<file path="config.mk">
export PLATFORM = sky130hd
export DESIGN_NAME = ssic_core
export DESIGN_NICKNAME = d
export VERILOG_FILES = /design/src/logic/ssic_pkg.sv /design/src/logic/ssic_core.sv
export VERILOG_INCLUDE_DIRS = /design/src /design/src/logic
export SDC_FILE = /design/constraint.sdc
export NUM_CORES = 1
export LEC_CHECK = 0
export ABC_AREA = 0
export CORE_MARGIN = 2
export CORE_UTILIZATION = 57
export DETAILED_ROUTE_END_ITERATION = 12
export DONT_BUFFER_PORTS = 1
export GPL_ROUTABILITY_DRIVEN = 1
export MAX_ROUTING_LAYER = met4
export PLACE_DENSITY = 0.75
export SLEW_MARGIN = 20
export SYNTH_ARGS = -nofsm -noshare
export SYNTH_HDL_FRONTEND = slang
export SYNTH_SLANG_ARGS = --single-unit
</file>
<file path="constraint.sdc">
create_clock -name clock -period 2.5 [get_ports clock]
set_input_delay 0.125 -clock clock [delete_from_list [all_inputs] [get_ports clock]]
set_output_delay 0.125 -clock clock [all_outputs]
set_load 0.005 [all_outputs]
</file>
<file path="src/logic/ssic_params.svh">
// Constants for the stack, status and interrupt core
`ifndef SSIC_PARAMS_SVH
`define SSIC_PARAMS_SVH
`define SSIC_PC_W 10
`define SSIC_STACK_DEPTH 2
`define SSIC_ADDR_IND0 7'h00
`define SSIC_ADDR_PTR0 7'h01
`define SSIC_ADDR_IND1 7'h02
`define SSIC_ADDR_PTR1 7'h03
`define SSIC_ADDR_TPTR 7'h07
`define SSIC_ADDR_STAT 7'h0A
`define SSIC_ADDR_ICTL0 7'h0B
`define SSIC_ADDR_ICTL1 7'h1E
`define SSIC_RAM_LO 7'h40
`define SSIC_RAM_HI 7'h7F
`define SSIC_VEC_EXT 10'h004
`define SSIC_VEC_TMR 10'h008
`define SSIC_VEC_TB 10'h00C
`define SSIC_VEC_RTC 10'h010
`define SSIC_ST_C 0
`define SSIC_ST_HC 1
`define SSIC_ST_Z 2
`define SSIC_ST_OVF 3
`define SSIC_ST_PWRDN 4
`define SSIC_ST_WDTO 5
`define SSIC_IC_GIE 0
`define SSIC_IC_EEI 1
`define SSIC_IC_ETI 2
`define SSIC_IC_ETBI 3
`define SSIC_IC_EXTREQ 4
`define SSIC_IC_TMRREQ 5
`define SSIC_IC_TBREQ 6
`define SSIC_IC1_ERTI 0
`define SSIC_IC1_RTCREQ 4
`define SSIC_IC0_MASK 8'h7F
`define SSIC_IC1_MASK 8'h11
`define SSIC_ARITH_MASK 8'h0F
`define SSIC_ZERO8 8'h00
`define SSIC_LAST_PAGE 2'h3
`endif

</file>
<file path="src/logic/ssic_pkg.sv">
// Types for the stack, status and interrupt core
package ssic_pkg;
	typedef enum logic [1:0] {SSIC_RUN, SSIC_XFER} ssic_phase_t;
	// Flag results from the ALU for one operation
	typedef struct packed {
		logic upd_arith;
		logic upd_carry_only;
		logic carry;
		logic half_carry;
		logic zero;
		logic overflow;
	} ssic_alu_flags_t;
	// Sequencer control events
	typedef struct packed {
		logic boundary;
		logic call;
		logic ret;
		logic return_from_irq_instr;
		logic halt;
		logic wdt_clear;
		logic wdt_timeout;
	} ssic_seq_t;
endpackage

</file>
<file path="src/logic/ssic_core.sv">
// Stack, status flags, interrupts and indirect addressing of the core
`timescale 1ns/1ps
`include "ssic_params.svh"
module ssic_core
	import ssic_pkg::*;
(
	input wire logic clock,
	input wire logic rst,
	input wire logic [9:0] pc,
	input wire ssic_seq_t seq,
	input wire ssic_alu_flags_t alu,
	input wire logic [6:0] mem_addr,
	input wire logic mem_rd,
	input wire logic mem_wr,
	input wire logic [7:0] mem_wdata,
	input wire logic indirect_src,
	input wire logic [7:0] ram_rdata,
	input wire logic tbl_last_page,
	input wire logic ext_int_n,
	input wire logic timer_ovf,
	input wire logic timebase_tick,
	input wire logic rtc_tick,
	output logic [6:0] ram_addr,
	output logic ram_rd,
	output logic ram_wr,
	output logic ram_disp_sel,
	output logic [7:0] sfr_rdata,
	output logic sfr_hit,
	output logic [9:0] table_addr,
	output logic [9:0] pc_load_value,
	output logic pc_load,
	output logic flush_fetch,
	output logic irq_ack,
	output logic wakeup,
	output logic stack_full,
	output logic [7:0] status_out
);
	// ------------------------------------------------------------
	// Decode helpers
	// ------------------------------------------------------------
	// Indirect port test, used for both the access and its target
	function automatic logic is_indirect(input logic [6:0] a);
		is_indirect = (a == `SSIC_ADDR_IND0) || (a == `SSIC_ADDR_IND1);
	endfunction

	// Window test shared by the read and write strobes
	function automatic logic in_ram_window(input logic [6:0] a);
		in_ram_window = (a >= `SSIC_RAM_LO) && (a <= `SSIC_RAM_HI);
	endfunction

	// ------------------------------------------------------------
	// State
	// ------------------------------------------------------------
	// Stack slots and index are kept off the register map on purpose
	logic [9:0] stack_q [`SSIC_STACK_DEPTH];
	logic [1:0] stack_index_q;
	logic [6:0] memory_pointer_zero_q;
	logic [6:0] memory_pointer_one_q;
	logic [7:0] table_pointer_q;
	logic [7:0] status_flags_q;
	logic [7:0] ictl0_q;
	logic [7:0] ictl1_q;
	logic ext_pin_q;
	ssic_phase_t phase_q;
	logic [9:0] vec_d;
	logic take_irq;
	logic [3:0] pend;
	logic [6:0] eff_addr;
	logic ind_access;
	logic ind_self;
	logic wr_sfr;
	logic ext_fall;

	// ------------------------------------------------------------
	// Indirect addressing and data memory decode
	// ------------------------------------------------------------
	// Redirect ports 00H and 02H through the pointers
	always_comb begin
		ind_access = is_indirect(mem_addr);
		eff_addr = mem_addr;
		if (mem_addr == `SSIC_ADDR_IND0) begin
			eff_addr = memory_pointer_zero_q;
		end else if (mem_addr == `SSIC_ADDR_IND1) begin
			eff_addr = memory_pointer_one_q;
		end
		// Pointer aimed at a port itself: reads zero, writes dropped
		ind_self = ind_access && is_indirect(eff_addr);
	end

	// Only pointer one may steer into display memory
	assign ram_disp_sel = (mem_addr == `SSIC_ADDR_IND1);
	// General RAM window 40H..7FH; lower addresses are registers
	assign ram_addr = eff_addr;
	assign ram_rd = mem_rd && !ind_self && in_ram_window(eff_addr);
	assign ram_wr = mem_wr && !ind_self && in_ram_window(eff_addr);
	// Moves between the two ports are not supported; a source port refuses only the register write, not ram_wr
	assign wr_sfr = mem_wr && !ind_self && !(indirect_src && ind_access);

	// Register readback mux; stack is never mapped
	always_comb begin
		sfr_hit = 1'b1;
		sfr_rdata = `SSIC_ZERO8;
		if (ind_self) begin
			sfr_rdata = `SSIC_ZERO8;
		end else if (eff_addr == `SSIC_ADDR_PTR0) begin
			sfr_rdata = {1'b0, memory_pointer_zero_q};
		end else if (eff_addr == `SSIC_ADDR_PTR1) begin
			sfr_rdata = {1'b0, memory_pointer_one_q};
		end else if (eff_addr == `SSIC_ADDR_TPTR) begin
			sfr_rdata = table_pointer_q;
		end else if (eff_addr == `SSIC_ADDR_STAT) begin
			sfr_rdata = status_flags_q;
		end else if (eff_addr == `SSIC_ADDR_ICTL0) begin
			sfr_rdata = ictl0_q;
		end else if (eff_addr == `SSIC_ADDR_ICTL1) begin
			sfr_rdata = ictl1_q;
		end else begin
			sfr_hit = ind_access;
		end
	end

	// ------------------------------------------------------------
	// Pointer and table registers
	// ------------------------------------------------------------
	// Pointers are 7 bits; top data bit ignored
	always_ff @(posedge clock) begin
		if (rst) begin
			memory_pointer_zero_q <= 7'h00;
			memory_pointer_one_q <= 7'h00;
			table_pointer_q <= `SSIC_ZERO8;
		end else if (wr_sfr) begin
			if (eff_addr == `SSIC_ADDR_PTR0) begin
				memory_pointer_zero_q <= mem_wdata[6:0];
			end else if (eff_addr == `SSIC_ADDR_PTR1) begin
				memory_pointer_one_q <= mem_wdata[6:0];
			end else if (eff_addr == `SSIC_ADDR_TPTR) begin
				table_pointer_q <= mem_wdata;
			end
		end
	end

	// Table address: current page or forced last page
	always_ff @(posedge clock) begin
		if (rst) begin
			table_addr <= 10'h000;
		end else begin
			table_addr <= {tbl_last_page ? `SSIC_LAST_PAGE : pc[9:8], table_pointer_q};
		end
	end

	// ------------------------------------------------------------
	// Status register
	// ------------------------------------------------------------
	// ALU result wins over a software write in the same cycle
	always_ff @(posedge clock) begin
		if (rst) begin
			status_flags_q <= `SSIC_ZERO8;
		end else begin
			if (wr_sfr && eff_addr == `SSIC_ADDR_STAT) begin
				status_flags_q[3:0] <= 4'(mem_wdata & `SSIC_ARITH_MASK);
			end
			if (alu.upd_arith) begin
				status_flags_q[`SSIC_ST_C] <= alu.carry;
				status_flags_q[`SSIC_ST_HC] <= alu.half_carry;
				status_flags_q[`SSIC_ST_Z] <= alu.zero;
				status_flags_q[`SSIC_ST_OVF] <= alu.overflow;
			end else if (alu.upd_carry_only) begin
				status_flags_q[`SSIC_ST_C] <= alu.carry;
			end
			// Power flags move only on these instructions and events
			if (seq.wdt_clear) begin
				status_flags_q[`SSIC_ST_PWRDN] <= 1'b0;
				status_flags_q[`SSIC_ST_WDTO] <= 1'b0;
			end else if (seq.halt) begin
				status_flags_q[`SSIC_ST_PWRDN] <= 1'b1;
				status_flags_q[`SSIC_ST_WDTO] <= 1'b0;
			end
			// Time-out comes last so it wins over a clear in the same cycle
			if (seq.wdt_timeout) begin
				status_flags_q[`SSIC_ST_WDTO] <= 1'b1;
			end
			status_flags_q[7:6] <= 2'h0;
		end
	end
	assign status_out = status_flags_q;

	// ------------------------------------------------------------
	// Interrupt requests and arbitration
	// ------------------------------------------------------------
	// Pin sampled once; falling edge compares the registered copy with the live pin
	always_ff @(posedge clock) begin
		if (rst) begin
			ext_pin_q <= 1'b1;
		end else begin
			ext_pin_q <= ext_int_n;
		end
	end
	assign ext_fall = ext_pin_q && !ext_int_n;

	// Pending and enabled, in priority order
	assign pend[0] = ictl0_q[`SSIC_IC_EXTREQ] && ictl0_q[`SSIC_IC_EEI];
	assign pend[1] = ictl0_q[`SSIC_IC_TMRREQ] && ictl0_q[`SSIC_IC_ETI];
	assign pend[2] = ictl0_q[`SSIC_IC_TBREQ] && ictl0_q[`SSIC_IC_ETBI];
	assign pend[3] = ictl1_q[`SSIC_IC1_RTCREQ] && ictl1_q[`SSIC_IC1_ERTI];
	assign stack_full = (stack_index_q == 2'(`SSIC_STACK_DEPTH));
	// Full stack holds the acknowledge, never the flag
	assign take_irq = seq.boundary && (phase_q == SSIC_RUN) && ictl0_q[`SSIC_IC_GIE] && (|pend)
		&& !stack_full;
	// Acknowledge leaves combinationally so the sequencer can hold its fetch
	assign irq_ack = take_irq;
	// No enable needed: any latched flag ends a halt
	assign wakeup = ictl0_q[`SSIC_IC_EXTREQ] | ictl0_q[`SSIC_IC_TMRREQ] | ictl0_q[`SSIC_IC_TBREQ]
		| ictl1_q[`SSIC_IC1_RTCREQ];

	// Fixed priority vector select
	always_comb begin
		if (pend[0]) begin
			vec_d = `SSIC_VEC_EXT;
		end else if (pend[1]) begin
			vec_d = `SSIC_VEC_TMR;
		end else if (pend[2]) begin
			vec_d = `SSIC_VEC_TB;
		end else begin
			vec_d = `SSIC_VEC_RTC;
		end
	end

	// Control registers; hardware set wins over software clear
	always_ff @(posedge clock) begin
		if (rst) begin
			ictl0_q <= `SSIC_ZERO8;
			ictl1_q <= `SSIC_ZERO8;
		end else begin
			if (wr_sfr && eff_addr == `SSIC_ADDR_ICTL0) begin
				ictl0_q <= mem_wdata & `SSIC_IC0_MASK;
			end
			if (wr_sfr && eff_addr == `SSIC_ADDR_ICTL1) begin
				ictl1_q <= mem_wdata & `SSIC_IC1_MASK;
			end
			if (seq.return_from_irq_instr) begin
				ictl0_q[`SSIC_IC_GIE] <= 1'b1;
			end
			if (take_irq) begin
				ictl0_q[`SSIC_IC_GIE] <= 1'b0;
				if (pend[0]) begin
					ictl0_q[`SSIC_IC_EXTREQ] <= 1'b0;
				end else if (pend[1]) begin
					ictl0_q[`SSIC_IC_TMRREQ] <= 1'b0;
				end else if (pend[2]) begin
					ictl0_q[`SSIC_IC_TBREQ] <= 1'b0;
				end else begin
					ictl1_q[`SSIC_IC1_RTCREQ] <= 1'b0;
				end
			end
			// Flags latch even while blocked
			if (ext_fall) begin
				ictl0_q[`SSIC_IC_EXTREQ] <= 1'b1;
			end
			if (timer_ovf) begin
				ictl0_q[`SSIC_IC_TMRREQ] <= 1'b1;
			end
			if (timebase_tick) begin
				ictl0_q[`SSIC_IC_TBREQ] <= 1'b1;
			end
			if (rtc_tick) begin
				ictl1_q[`SSIC_IC1_RTCREQ] <= 1'b1;
			end
		end
	end

	// ------------------------------------------------------------
	// Return stack and control transfer
	// ------------------------------------------------------------
	// Push on call or acknowledge; pop on either return. No status saved.
	always_ff @(posedge clock) begin
		if (rst) begin
			stack_index_q <= 2'h0;
			stack_q[0] <= 10'h000;
			stack_q[1] <= 10'h000;
		end else if (seq.call || take_irq) begin
			if (stack_full) begin
				stack_q[0] <= stack_q[1];
				stack_q[1] <= pc;
			end else begin
				stack_q[stack_index_q[0]] <= pc;
				stack_index_q <= stack_index_q + 2'h1;
			end
		end else if ((seq.ret || seq.return_from_irq_instr) && stack_index_q != 2'h0) begin
			// An empty stack ignores the return rather than wrapping the index
			stack_index_q <= stack_index_q - 2'h1;
		end
	end

	// Transfer phase discards the already fetched word
	always_ff @(posedge clock) begin
		if (rst) begin
			phase_q <= SSIC_RUN;
			pc_load <= 1'b0;
			pc_load_value <= 10'h000;
			flush_fetch <= 1'b0;
		end else begin
			pc_load <= 1'b0;
			flush_fetch <= 1'b0;
			phase_q <= SSIC_RUN;
			if (take_irq) begin
				phase_q <= SSIC_XFER;
				pc_load <= 1'b1;
				flush_fetch <= 1'b1;
				pc_load_value <= vec_d;
			end else if ((seq.ret || seq.return_from_irq_instr) && stack_index_q != 2'h0) begin
				pc_load <= 1'b1;
				flush_fetch <= 1'b1;
				// Popped word sits one slot below the index
				pc_load_value <= stack_q[stack_index_q[1]];
			end
		end
	end
endmodule

</file>
Word-level counts from Yosys, hierarchy flattened:

Memories as Yosys holds them, arrays and structs flattened. A register that Yosys moved wholly into a read port is not among the register bits.
Index checks and enable logic that the tools add are counted.

* add/subtract/negate cells: 2
* $lt $le $gt $ge: 2
* equality and inequality tests: 10
* multiplexer cells: 69
* bitwise operators: 7
* reduce and logical (&&, ||, !) cells: 47

Operators by type and width (count)
* $mux 10: 5
* $mux 1: 40
* $mux 8: 5
* $mux 7: 4
* $mux 5: 5
* $eq 7x2->1 const B: 3
* $logic_and 1x1->1: 21
* $eq 7x4->1 const B: 2
* $logic_not 7->1: 2
* $mux 2: 7
* $reduce_bool 2->1: 5
* $reduce_or 10->1: 1
* $eq 7x1->1 const B: 1
* $eq 7x3->1 const B: 1
* $eq 7x5->1 const B: 1
* $ge 7x7->1 const B: 1
* $le 7x7->1 const B: 1
* $mux 3: 2
* $reduce_bool 3->1: 2
* $or 1x1->1: 5
* $logic_not 1->1: 4
* $logic_or 1x1->1: 4
* $mux 4: 1
* $reduce_and 2->1: 2
* other kinds (10): 12

* register bits: 65
* memory bits (writable): 20
* bits of input ports: 56
* output and inout port bits: 52
* word-level logic and storage cells: 157
* memories: 1

Memories
* stack_q: depth 2, width 10, read ports 2, clocked after Yosys merged registers in 1, wr ports 2, line ssic_core.sv:55 `` logic [9:0] stack_q [`SSIC_STACK_DEPTH]; ``

Depth between registers and ports, before layout:

Gate-level depths: netlist of the first run.

* word-level depth: 16
* mapped depth: 9
* gate-level depth less buffers: 7

Worst setup path before layout of the first run:

Ideal clock, no wire load.

* kind: input-to-reg
* start point: input mem_addr[4]
* end point: register table_pointer_q[7]
* setup time: 123 ps
* arrival time: 2414 ps
* required time: 2377 ps
* setup slack: -37 ps
* stages: 8
* buffers on the path: 2
* cells stage by stage: or4_4 -> buf_6 -> nor4_2 -> o22ai_2 -> nor4_4 -> and3_1 -> buf_2 -> mux2_1

* longest elaborated chain between the ends: 10
* elaborated cells between the ends (all ways): 20
* classes of those cells: eq/ne (5); mux (2); bitwise (2); reduce/logical (11)

RTL lines
* start, declared: line ssic_core.sv:12 `input wire logic [6:0] mem_addr,`
* $eq 7x2->1 (no source line)
* $mux 7: line ssic_core.sv:83 `` end else if (mem_addr == `SSIC_ADDR_IND1) begin ``
* $mux 7: line ssic_core.sv:81 `` if (mem_addr == `SSIC_ADDR_IND0) begin ``
* $eq 7x2->1 (no source line) / $logic_not 7->1 (equally long branches)
* $logic_or 1x1->1: line ssic_core.sv:43 `` is_indirect = (a == `SSIC_ADDR_IND0) || (a == `SSIC_ADDR_IND1); ``
* $logic_and 1x1->1: line ssic_core.sv:87 `ind_self = ind_access && is_indirect(eff_addr);`
* $logic_not 1->1: line ssic_core.sv:97 `assign wr_sfr = mem_wr && !ind_self && !(indirect_src && ind_access);`
* $logic_and 1x1->1 (2 in a row): line ssic_core.sv:97
* $reduce_and 4->1 (no source line) (*)
* end signal, assigned: line ssic_core.sv:130 `` table_pointer_q <= `SSIC_ZERO8; ``
* end signal, assigned: line ssic_core.sv:137 `table_pointer_q <= mem_wdata;`
* end, declared: line ssic_core.sv:59 `logic [7:0] table_pointer_q;`

Mark *: on every way between the ends. The rest lies on a longest branch, timed or not.
A chain may end at the register's enable or synchronous reset.

Worst setup path in the final report of the first run:

* start point: input mem_addr[4]
* end point: output sfr_rdata[0]

* longest elaborated chain between the ends: 11
* elaborated cells between the ends (all ways): 22
* classes of those cells: eq/ne (8); mux (9); reduce/logical (5)

RTL lines
* $eq 7x2->1 (no source line)
* $mux 7: line ssic_core.sv:83
* $mux 7: line ssic_core.sv:81
* $eq 7x5->1 (no source line)
* $mux 5: line ssic_core.sv:115 `` end else if (eff_addr == `SSIC_ADDR_ICTL1) begin ``
* $mux 7: line ssic_core.sv:113 `` end else if (eff_addr == `SSIC_ADDR_ICTL0) begin ``
* $mux 8: line ssic_core.sv:111 `` end else if (eff_addr == `SSIC_ADDR_STAT) begin ``
* $mux 8: line ssic_core.sv:109 `` end else if (eff_addr == `SSIC_ADDR_TPTR) begin ``
* $mux 8: line ssic_core.sv:107 `` end else if (eff_addr == `SSIC_ADDR_PTR1) begin ``
* $mux 8: line ssic_core.sv:105 `` end else if (eff_addr == `SSIC_ADDR_PTR0) begin ``
* $mux 8 (*): line ssic_core.sv:103 `if (ind_self) begin`
* end, declared: line ssic_core.sv:27 `output logic [7:0] sfr_rdata,`

Marked as above.

==> qor.txt, run 1 <==
outcome: finished with violations
failing checks: negative hold slack, negative setup slack
Setup WS post-layout: -102 ps
Initial Util: 58.5%
fin area: 0.00529 sq mm
GRT overflow: 0
Detail Placement HPWL: 8310 um
global-route wire length before repair: 18,900 um
Root Driver: clkbuf_8
Area after DPL: 0.00453 sq mm
Die Wd: 89.8 um
synth unique cells: 61
Worst slew margin: 40.4%
GPL Wtd Cong: 0.933
slowest stage delay, CP: 570 ps
Async SR Flop Fraction: 0%
DRT Wirelength: 12,300 um
CP max-delay cell: or4_4
initial drt markers: 336
Comb pwr share: 13.5%
share of layout cells above drive strength 1: 21.9%
clock network fraction of total power: 32.5%
commonest non-fill, non-tap cell in the layout: dfxtp_1
max_cap viols: 0
synthesized area per cell: 9.50 sq um
Fin. Hold Viols: 1
Tmin final: 2600 ps
Synth area leader: dfxtp_1
startpoint types: input port
CTS tree: built
most used cell, CP: nor4_4
die area: 0.00807 sq mm
setup_tns: -160 ps
internal cell power: 2.01 mW
crit share post-route: 104%
share of power burned in registers: 53.9%
unrepaired setup endpoints after global routing: yes
worst-skew pair later-pin latency: 370 ps
Post-Layout Cell Count: 610
CP endpoint kind: output port
DR pass1 iterations: 5
Clock Pin Slew Worst Setup and Hold Paths: 100 ps
post-synth top area share: 30.0%
CP Data Arrival Time: 2480 ps
Clock Path Buffers: 2
largest net degree at the start of global routing: 23
Post-Synth Simple-Gate Area: 22.4%
Core ar.: 0.00718 sq mm
Adder-Cell Fraction of Synth Area: 0%
GRT Total Usage: 30.6%
cts bufs inserted: 9
fin. max-slew vios: 0
main flop type after synthesis: dfxtp_1
clk sinks: 83
Routed Antenna Nets: 0
final net count: 562
Yosys reg bits: 83
Worst EP required: 2380 ps
DR vias/cell: 6.30
peak supply drop: 0.000532 V
Residual DRC: 0
Synth-to-Final Area Change: 26.1%
Routed WL per cell: 20.2 um
Slew @ Worst Pin: 890 ps
PortBufs: 0
post-synthesis sequential area ratio: 44.4%
vias in the first global route: 3,725
Final Skew: 19.1 ps
CP max FO: 5
Cell Chain, Critical Path: or4_4 -> buf_6 -> nor4_4 -> o22ai_4 -> buf_12 -> nor4_4 -> a2111oi_2 -> a211oi_1 -> buf_4
I/O pin count: 108
Pwr per Cell Area: 528 mW/mm^2
Cell Count Post-Placement: 552
final setup vio count: 4
Buf/Inv on CP: 3
Yosys warnings: 0
Area contributors post-synth: dfxtp_1, edfxtp_1, mux2i_1
Core Rows: 31
Worst Hold Class: input port to flop
commonest non-fill, non-tap cells in the layout: dfxtp_1, mux2i_1, nor2_1
n_diodes: 0
critical path class: input port to output port
largest family of logic cells by synthesized area: simple AND/OR/NAND/NOR gates
cell area after synthesis: 0.00420 sq mm
initial antenna violation count: 0
delay-heaviest family, CP: simple AND/OR/NAND/NOR gates
Psw: 784 uW
routed via count: 3,843
hold slack: -5.23 ps
LEAKAGE: 2.09 nW
post-synthesis xor/xnor area fraction: 0.209%
mux contribution to synthesized area: 12.9%
FMAX: 384 MHz
Syn Inst Count: 442
pre-CTS setup slack: -148 ps
H-tree Lvls: 3
number of enable flip-flop cells after synthesis: 20
Switching Share: 28.1%
Compound-Gate Fraction of Synth Area: 15.0%
chip height: 89.8 um
==> cells by family (layout without fill, tap and decap cells) <==
| logic type | after synthesis | count (layout) |
|---|---|---|
| flip-flops | 83 | 83 |
| AO/OA/AOI/OAI | 87 | 87 |
| XOR/XNOR | 1 | 1 |
| buffers and inverters | 47 | 115 |
| multiplexers | 54 | 54 |
| other | 1 | 2 |
| AND/OR/NAND/NOR | 169 | 169 |
==> power groups by stage <==
stage | Sequential [mW] | Combinational (mW) | Clock (mW)
finish | 1.51 | 0.377 | 0.909
global route | 1.51 | 0.408 | 0.964
CTS | 1.50 | 0.355 | 0.905
detailed placement | 1.53 | 0.290 | 0
global placement | 1.53 | 0.283 | 0
floorplan | 1.51 | 0.235 | 0
==> worst reg2reg max path, delay by kind of cell (launching register included) <==
kind                   cells  cell delay, ps
AOI/OAI and AO/OA          2             340
buffers and inverters      3             540
DFF                        1             330
muxes                      1             170
and+or+nand+nor            3             790
==> stage by stage <==
step / util [%] / power [mW] / hold slack [ps]
final: 73.7 / 2.79 / -5.23
after detailed placement: 63.1 / 1.82 / 198
after CTS: 72.2 / 2.76 / 0.518
after floorplan: - / 1.74 / 202
after global placement: 63.1 / 1.82 / 196
after global routing: 73.7 / 2.89 / 6.15
==> synthesized netlist by cell type (all sizes together), types with 8 or more instances <==
| cell type | number |
|---|---|
| nand3 | 8 |
| nand2 | 44 |
| dfxtp | 63 |
| mux2i | 52 |
| nor2 | 50 |
| nor4 | 12 |
| edfxtp | 20 |
| inv | 20 |
| and2 | 13 |
| a211oi | 11 |
| buf | 8 |
| a21oi | 19 |
| clkbuf | 18 |
==> layout make-up <==
cell class	instances	area, sq um
Clock buffer	10	138
Clock inverter	6	46.3
Timing Repair Buffer	78	706
Sequential cell	83	1860
Multi-Input combinational cell	313	2330
Fill cell	485	1880
Inverter	21	83.8
Tap cell	99	124
==> registers in the layout, summed over array words and instances, names as in the netlist, named ones only <==
| signal | cells |
|---|---|
| stack_q | 20 |
| pc_load_value | 10 |
| table_addr | 10 |
| table_pointer_q | 8 |
| ictl0_q | 7 |
| memory_pointer_one_q | 7 |
| memory_pointer_zero_q | 7 |
| status_out | 6 |
| ictl1_q | 2 |
| stack_index_q | 2 |
| ext_pin_q | 1 |
| flush_fetch | 1 |
| phase_q | 1 |
==> what timing repair did <==
item,in CTS,in global routing
gates resized for setup,20,14
hold buffers,34,1
pin swaps,12,6
setup endpoints to repair,6,7
buffers inserted,2,5
hold endpoints to repair,55,1
==> layer usage <==
metal  part of all wire [%]  GRT usage, %  up-vias
met3                    9.0          8.55       35
li1                       -             -     1753
met2                     46          46.8      208
met5                      0             -        -
met4                    3.2          11.3        0
met1                     42          39.0     1847
==> worst paths after layout <==
check | startpoint | end | slack, ps | depth (start not counted)
worst min-delay path | pc[7] | stack_q[0][7]$_DFFE_PP_ | -5 | 2
worst max-delay path | mem_addr[4] | sfr_rdata[0] | -100 | 9
worst min register to register | ext_pin_q$_SDFF_PP1_ | ictl0_q[4]$_SDFF_PP0_ | 440 | 2
worst max register to register | memory_pointer_one_q[6]$_SDFFE_PP0P_ | ictl1_q[0]$_SDFFE_PP0P_ | 200 | 9
(Power assumes the default switching activity.)
==> run 2: changes to the inputs <==
==> constraint.sdc (replaced) <==
create_clock -name clock -period 2.5 [get_ports clock]
set_input_delay 0.125 -clock clock [delete_from_list [all_inputs] [get_ports clock]]
set_output_delay 0.125 -clock clock [all_outputs]
set_load 0.01 [all_outputs]
==> run 2 against run 1 <==
The run ends with negative setup slack left. Critical path depth shrank 1. Count of clock-buffer cells in the layout stayed put. Combinational power increased by 5.3%. Cell count up 3.9%. Worst hold slack better by 23 ps. Non-clock buffer count is 23 higher. Sequential power hardly changed. Sequential cell count did not move. Die area is the same. Critical path type is now flop to output port. Critical endpoint unchanged. Largest cell class unchanged. Highest routed layer unchanged.
==> qor.txt, run 2 (synthesized netlist as in run 1, its figures left out) <==
GPL Wtd Cong: 1.01 (+8.0%)
outcome: finished with violations
Core Util, Final: 76.5% (+2.8 points)
max_cap viols: 0 (unchanged)
GRT Total Usage: 33.1% (+2.5 points)
CP endpoint kind: output port
cts bufs inserted: 9 (unchanged)
CP max FO: 6 (+1)
hold slack: 17.5 ps (+22.7 ps)
largest net degree at the start of global routing: 23 (unchanged)
initial antenna violation count: 0 (unchanged)
GRT overflow: 0 (unchanged)
Worst setup startpoint: memory_pointer_zero_q[3]$_SDFFE_PP0P_
unrepaired setup endpoints after global routing: yes
Pwr per Cell Area: 523 mW/mm^2 (-0.82%)
PortBufs: 0 (unchanged)
commonest non-fill, non-tap cell in the layout: buf_4
WHS Path Cells: 2 (unchanged)
startpoint types: flop
most used cell, CP: buf_4
die area: 0.00807 sq mm (unchanged)
Tmin final: 2640 ps (+36.4 ps)
crit share post-route: 106% (+1.5 points)
min-delay src: mem_wdata[2]
Hold Crit Endpoint: status_out[2]$_SDFFE_PP0P_
critical path class: flop to output port
slowest stage delay, CP: 400 ps (-170 ps)
FMAX: 379 MHz (-1.4%)
Worst slew margin: 40.7% (+0.25 points)
Core Rows: 31 (unchanged)
Routed WL per cell: 20.5 um (+1.7%)
Initial Util: 58.5% (unchanged)
initial drt markers: 291 (-13%)
Slew @ Worst Pin: 883 ps (-7.61 ps)
Fill cells: 474 (-2.3%)
worst-skew pair later-pin latency: 350 ps (-20 ps)
CP max-delay cell: a2111oi_2
Final Skew: 11.6 ps (-7.56 ps)
clk sinks: 83 (unchanged)
DRT Wirelength: 13,000 um (+5.7%)
Top Registers: stack_q: 20 flops, pc_load_value: 10 flops, table_addr: 10 flops
vias in the first global route: 3,993 (+7.2%)
share of layout cells above drive strength 1: 26.2% (+4.3 points)
Synth-to-Final Area Change: 30.8%
Worst Hold Class: input port to flop
Reg with most FFs: stack_q
RR Startpoint: memory_pointer_zero_q[2]$_SDFFE_PP0P_
n_diodes: 0 (unchanged)
LEAKAGE: 2.20 nW (+5.5%)
fin. max-slew vios: 0 (unchanged)
R2R depth: 7 (-2)
Worst EP required: 2380 ps (about the same)
final net count: 586 (+4.3%)
Root Driver: clkbuf_8
Detail Placement HPWL: 8890 um (+7.0%)
chip height: 89.8 um (unchanged)
Clock Path Buffers: 2 (unchanged)
Clock Pin Slew Worst Setup and Hold Paths: 90 ps (about the same)
I/O pin count: 108 (unchanged)
DR vias/cell: 6.09 (-3.3%)
Reg2Reg Setup Slack: 90 ps (-110 ps)
Setup WS post-layout: -138 ps (-36.4 ps)
global-route wire length before repair: 20,500 um (+8.5%)
Fin. Hold Viols: 0 (-1)
routed via count: 3,862 (+0.49%)
Routed Antenna Nets: 0 (unchanged)
Cell Chain, Critical Path: mux2_4 -> a31o_2 -> o211ai_1 -> nor3_1 -> buf_4 -> a2111oi_2 -> a211oi_1 -> buf_4
CTS tree: built
commonest non-fill, non-tap cells in the layout: buf_4, dfxtp_1, mux2i_1
final setup vio count: 6 (+2)
max reg flops: 20 (unchanged)
failing checks: negative setup slack
Residual DRC: 0 (unchanged)
DR pass1 iterations: 5 (unchanged)
H-tree Lvls: 3 (unchanged)
Core ar.: 0.00718 sq mm (unchanged)
CP Data Arrival Time: 2510 ps (+30 ps)
worst r2r dst: memory_pointer_one_q[0]$_SDFFE_PP0P_
peak supply drop: 0.000519 V (-2.4%)
Die Wd: 89.8 um (unchanged)
==> run 2: worst max-delay path by stage <==
stage | slack (ps) | end
after global routing | -210 | sfr_rdata[0]
after CTS | -60 | sfr_rdata[0]
after floorplan | -30 | table_pointer_q[7]$_SDFFE_PP0P_
after global placement | -250 | sfr_rdata[4]
final | -140 | sfr_rdata[0]
after detailed placement | -200 | sfr_rdata[0]
==> run 2: cell type report <==
class | instances | area [sq um] | area share [%]
multi-input cells | 314 | 2370 | 43.1
flip-flops and latches | 83 | 1870 | 34.0
repair buffers | 101 | 857 | 15.6
clock buffers | 10 | 128 | 2.32
well taps | 99 | 124 | 2.26
inverters | 21 | 83.8 | 1.53
clock inverters | 6 | 65.1 | 1.18
==> run 2: power breakdown <==
group          switching [mW]  internal (mW)  total (mW)
Sequential             0.0701           1.45        1.52
Combinational           0.216          0.181       0.397
Clock                   0.497          0.464       0.961
==> run 2: timing repair <==
item / in CTS / in global routing
gates cloned: 0 / 1
resized for setup: 29 / 13
setup endpoints to repair: 6 / 6
hold endpoints to repair: 58 / 0
pin swaps: 8 / 7
buffers inserted: 7 / 6
hold buffers: 35 / 0
==> run 2: metal layers <==
metal,wire (um),global-route usage (%),part of all wire [%],vias to the layer above
li1,-,-,-,1794
met1,4970,36.3,38,1853
met2,6870,58.3,53,184
met3,819,6.96,6.3,31
met4,363,14.4,2.8,0
met5,0,-,0,-
==> run 2: stage by stage <==
| step | total power [mW] | setup TNS [ps] | cell area, sq um | worst slack [ps] | std cells |
|---|---|---|---|---|---|
| after floorplan | 1.76 | -48.1 | 4220 | -31.7 | 443 |
| after global routing | 2.98 | -841 | 5490 | -211 | 634 |
| after CTS | 2.85 | -204 | 5370 | -63.3 | 627 |
| final | 2.87 | -338 | 5490 | -138 | 634 |
| after detailed placement | 1.84 | -1290 | 4620 | -204 | 569 |
| after global placement | 1.83 | -821 | 4620 | -249 | 569 |
==> run 2: critical path, delay by kind of cell (launching register included) <==
kind / cells / cell delay, ps
compound gates: 4 / 1000
buf+inv: 2 / 370
flops: 1 / 350
mux: 1 / 310
simple gates: 1 / 130
==> run 3: changes to the inputs <==
--- a/config.mk
+++ b/config.mk
@@ -12,6 +12,7 @@
 export DETAILED_ROUTE_END_ITERATION = 12
 export DONT_BUFFER_PORTS = 1
 export GPL_ROUTABILITY_DRIVEN = 1
+export GPL_TIMING_DRIVEN = 0
 export MAX_ROUTING_LAYER = met4
 export PLACE_DENSITY = 0.75
 export SLEW_MARGIN = 20
==> run 3 against run 2 <==
Cell count is 2.7% lower. Wire length down 2.6%. Global-route usage is 1.5 points lower. The run still ends with negative setup slack left. Critical path depth is 1 lower. Sequential share of layout area increased by 0.56 points. Sequential cell count is the same.
==> qor.txt, run 3 (synthesized netlist as in run 1, its figures left out) <==
Fin. Hold Viols: 0 (unchanged)
final setup vio count: 2 (-4)
Clock Path Buffers: 2 (unchanged)
Pwr per Cell Area: 516 mW/mm^2 (-1.3%)
unrepaired setup endpoints after global routing: yes
Worst EP required: 2380 ps (about the same)
I/O pin count: 108 (unchanged)
WHS Path Cells: 2 (unchanged)
LEAKAGE: 2.09 nW (-4.9%)
initial drt markers: 264 (-9.3%)
initial antenna violation count: 0 (unchanged)
DRT Wirelength: 12,700 um (-2.6%)
Final Skew: 6.57 ps (-5.00 ps)
Setup WS post-layout: -14.8 ps (+124 ps)
Root Driver: clkbuf_8
H-tree Lvls: 3 (unchanged)
worst r2r dst: table_pointer_q[7]$_SDFFE_PP0P_
min-delay src: pc[4]
CP max FO: 6 (unchanged)
Fill cells: 495 (+4.4%)
Worst Hold Class: input port to flop
chip height: 89.8 um (unchanged)
Detail Placement HPWL: 8820 um (-0.77%)
Synth-to-Final Area Change: 29.1%
PortBufs: 0 (unchanged)
die area: 0.00807 sq mm (unchanged)
DR vias/cell: 6.27 (+2.9%)
routed via count: 3,869 (+0.18%)
Initial Util: 58.5% (unchanged)
R2R depth: 7 (unchanged)
Die Wd: 89.8 um (unchanged)
Slew @ Worst Pin: 843 ps (-39.5 ps)
FMAX: 398 MHz (+4.9%)
critical path class: flop to output port
met3 wire len: 1040 um (+27%)
Reg with most FFs: stack_q
CP Data Arrival Time: 2390 ps (-120 ps)
Hold Crit Endpoint: stack_q[0][4]$_DFFE_PP_
GRT overflow: 0 (unchanged)
outcome: finished with violations
Core ar.: 0.00718 sq mm (unchanged)
clk sinks: 83 (unchanged)
n_diodes: 0 (unchanged)
cts bufs inserted: 9 (unchanged)
Reg2Reg Setup Slack: 100 ps (about the same)
GRT Total Usage: 31.6% (-1.5 points)
failing checks: negative setup slack
Residual DRC: 0 (unchanged)
CP endpoint kind: output port
setup_tns: -17.8 ps (+320 ps)
largest net degree at the start of global routing: 16 (-30%)
Tmin final: 2510 ps (-124 ps)
GPL Wtd Cong: 0.956 (-5.1%)
crit share post-route: 101% (-4.9 points)
peak supply drop: 0.000481 V (-7.3%)
Routed Antenna Nets: 0 (unchanged)
max_cap viols: 0 (unchanged)
global-route wire length before repair: 19,600 um (-4.6%)
CTS tree: built
uppermost layer routed: met4
DR pass1 iterations: 5 (unchanged)
worst-skew pair later-pin latency: 360 ps (about the same)
vias in the first global route: 3,919 (-1.9%)
startpoint types: flop
Worst slew margin: 43.3% (+2.6 points)
commonest non-fill, non-tap cell in the layout: dfxtp_1
share of layout cells above drive strength 1: 22.2% (-4.0 points)
max reg flops: 20 (unchanged)
Met1 Wirelength: 4760 um (-4.3%)
RR Startpoint: memory_pointer_zero_q[3]$_SDFFE_PP0P_
Top Registers: stack_q: 20 flops, pc_load_value: 10 flops, table_addr: 10 flops
Routed WL per cell: 20.6 um (about the same)
fin. max-slew vios: 0 (unchanged)
Clock Pin Slew Worst Setup and Hold Paths: 90 ps (about the same)
commonest non-fill, non-tap cells in the layout: dfxtp_1, mux2i_1, nor2_1
Core Rows: 31 (unchanged)
final net count: 569 (-2.9%)
WL met2: 6480 um (-5.7%)
pre-CTS setup slack: -549 ps (-345 ps)
[run 3: final cells by class]
type                    count  area (sq um)  area share, %
plain buffers              25           141           2.61
clock buffers               9           124           2.29
clock inverters             7          52.6          0.970
inverters                  21          91.3           1.69
multi-input cells         314          2470           45.6
flip-flops and latches     83          1870           34.5
well taps                  99           124           2.29
repair buffers             59           542           10.0
[run 3: how the worst max path moves through the flow]
| stage | from | endpoint | cells past startpoint |
|---|---|---|---|
| 2_1_floorplan | mem_addr[4] | table_pointer_q[7]$_SDFFE_PP0P_ | 7 |
| 3_3_place_gp | mem_addr[3] | table_pointer_q[7]$_SDFFE_PP0P_ | 8 |
| 3_5_place_dp | mem_addr[3] | table_pointer_q[7]$_SDFFE_PP0P_ | 8 |
| 4_1_cts | memory_pointer_one_q[6]$_SDFFE_PP0P_ | sfr_rdata[0] | 8 |
| 5_1_grt | memory_pointer_zero_q[6]$_SDFFE_PP0P_ | sfr_rdata[4] | 7 |
| 6_report | memory_pointer_zero_q[6]$_SDFFE_PP0P_ | sfr_rdata[4] | 7 |
[run 3: where the power goes]
group          total, mW  internal (mW)  switching [mW]
Combinational      0.413          0.170           0.243
Sequential          1.51           1.44          0.0615
Clock              0.877          0.365           0.512
[run 3: metrics by stage]
step	cell area [sq um]	instances	util, %	power [mW]	hold WS [ps]
floorplan	4220	443	-	1.76	202
global placement	4350	542	60.6	1.83	203
detailed placement	4360	543	60.7	1.84	206
CTS	5190	606	72.4	2.77	3.84
global route	5420	617	75.5	2.90	6.48
finish	5420	617	75.5	2.80	4.69
[run 3: layer usage]
metal  vias up  global-route usage [%]
met5         -                       -
met4         0                    13.5
met3        39                    8.05
met2       214                    56.3
met1      1839                    33.4
li1       1777                       -
[run 3: worst max-delay path, cell delays in order, from the launching register on]
cell and delay, ps:
dfxtp_4 380, nor4_4 280, o211ai_1 200, buf_4 210, nor4_4 300, buf_6 190
a2111oi_4 80, a211oi_2 380
[run 3: timing repair]
item / CTS / global route
hold buffers: 35 / 0
pin swaps: 16 / 17
hold endpoints to repair: 54 / 0
setup buffers: 12 / 10
cloned: 0 / 2
resized for setup: 40 / 31
endpoints found under the setup margin: 22 / 34
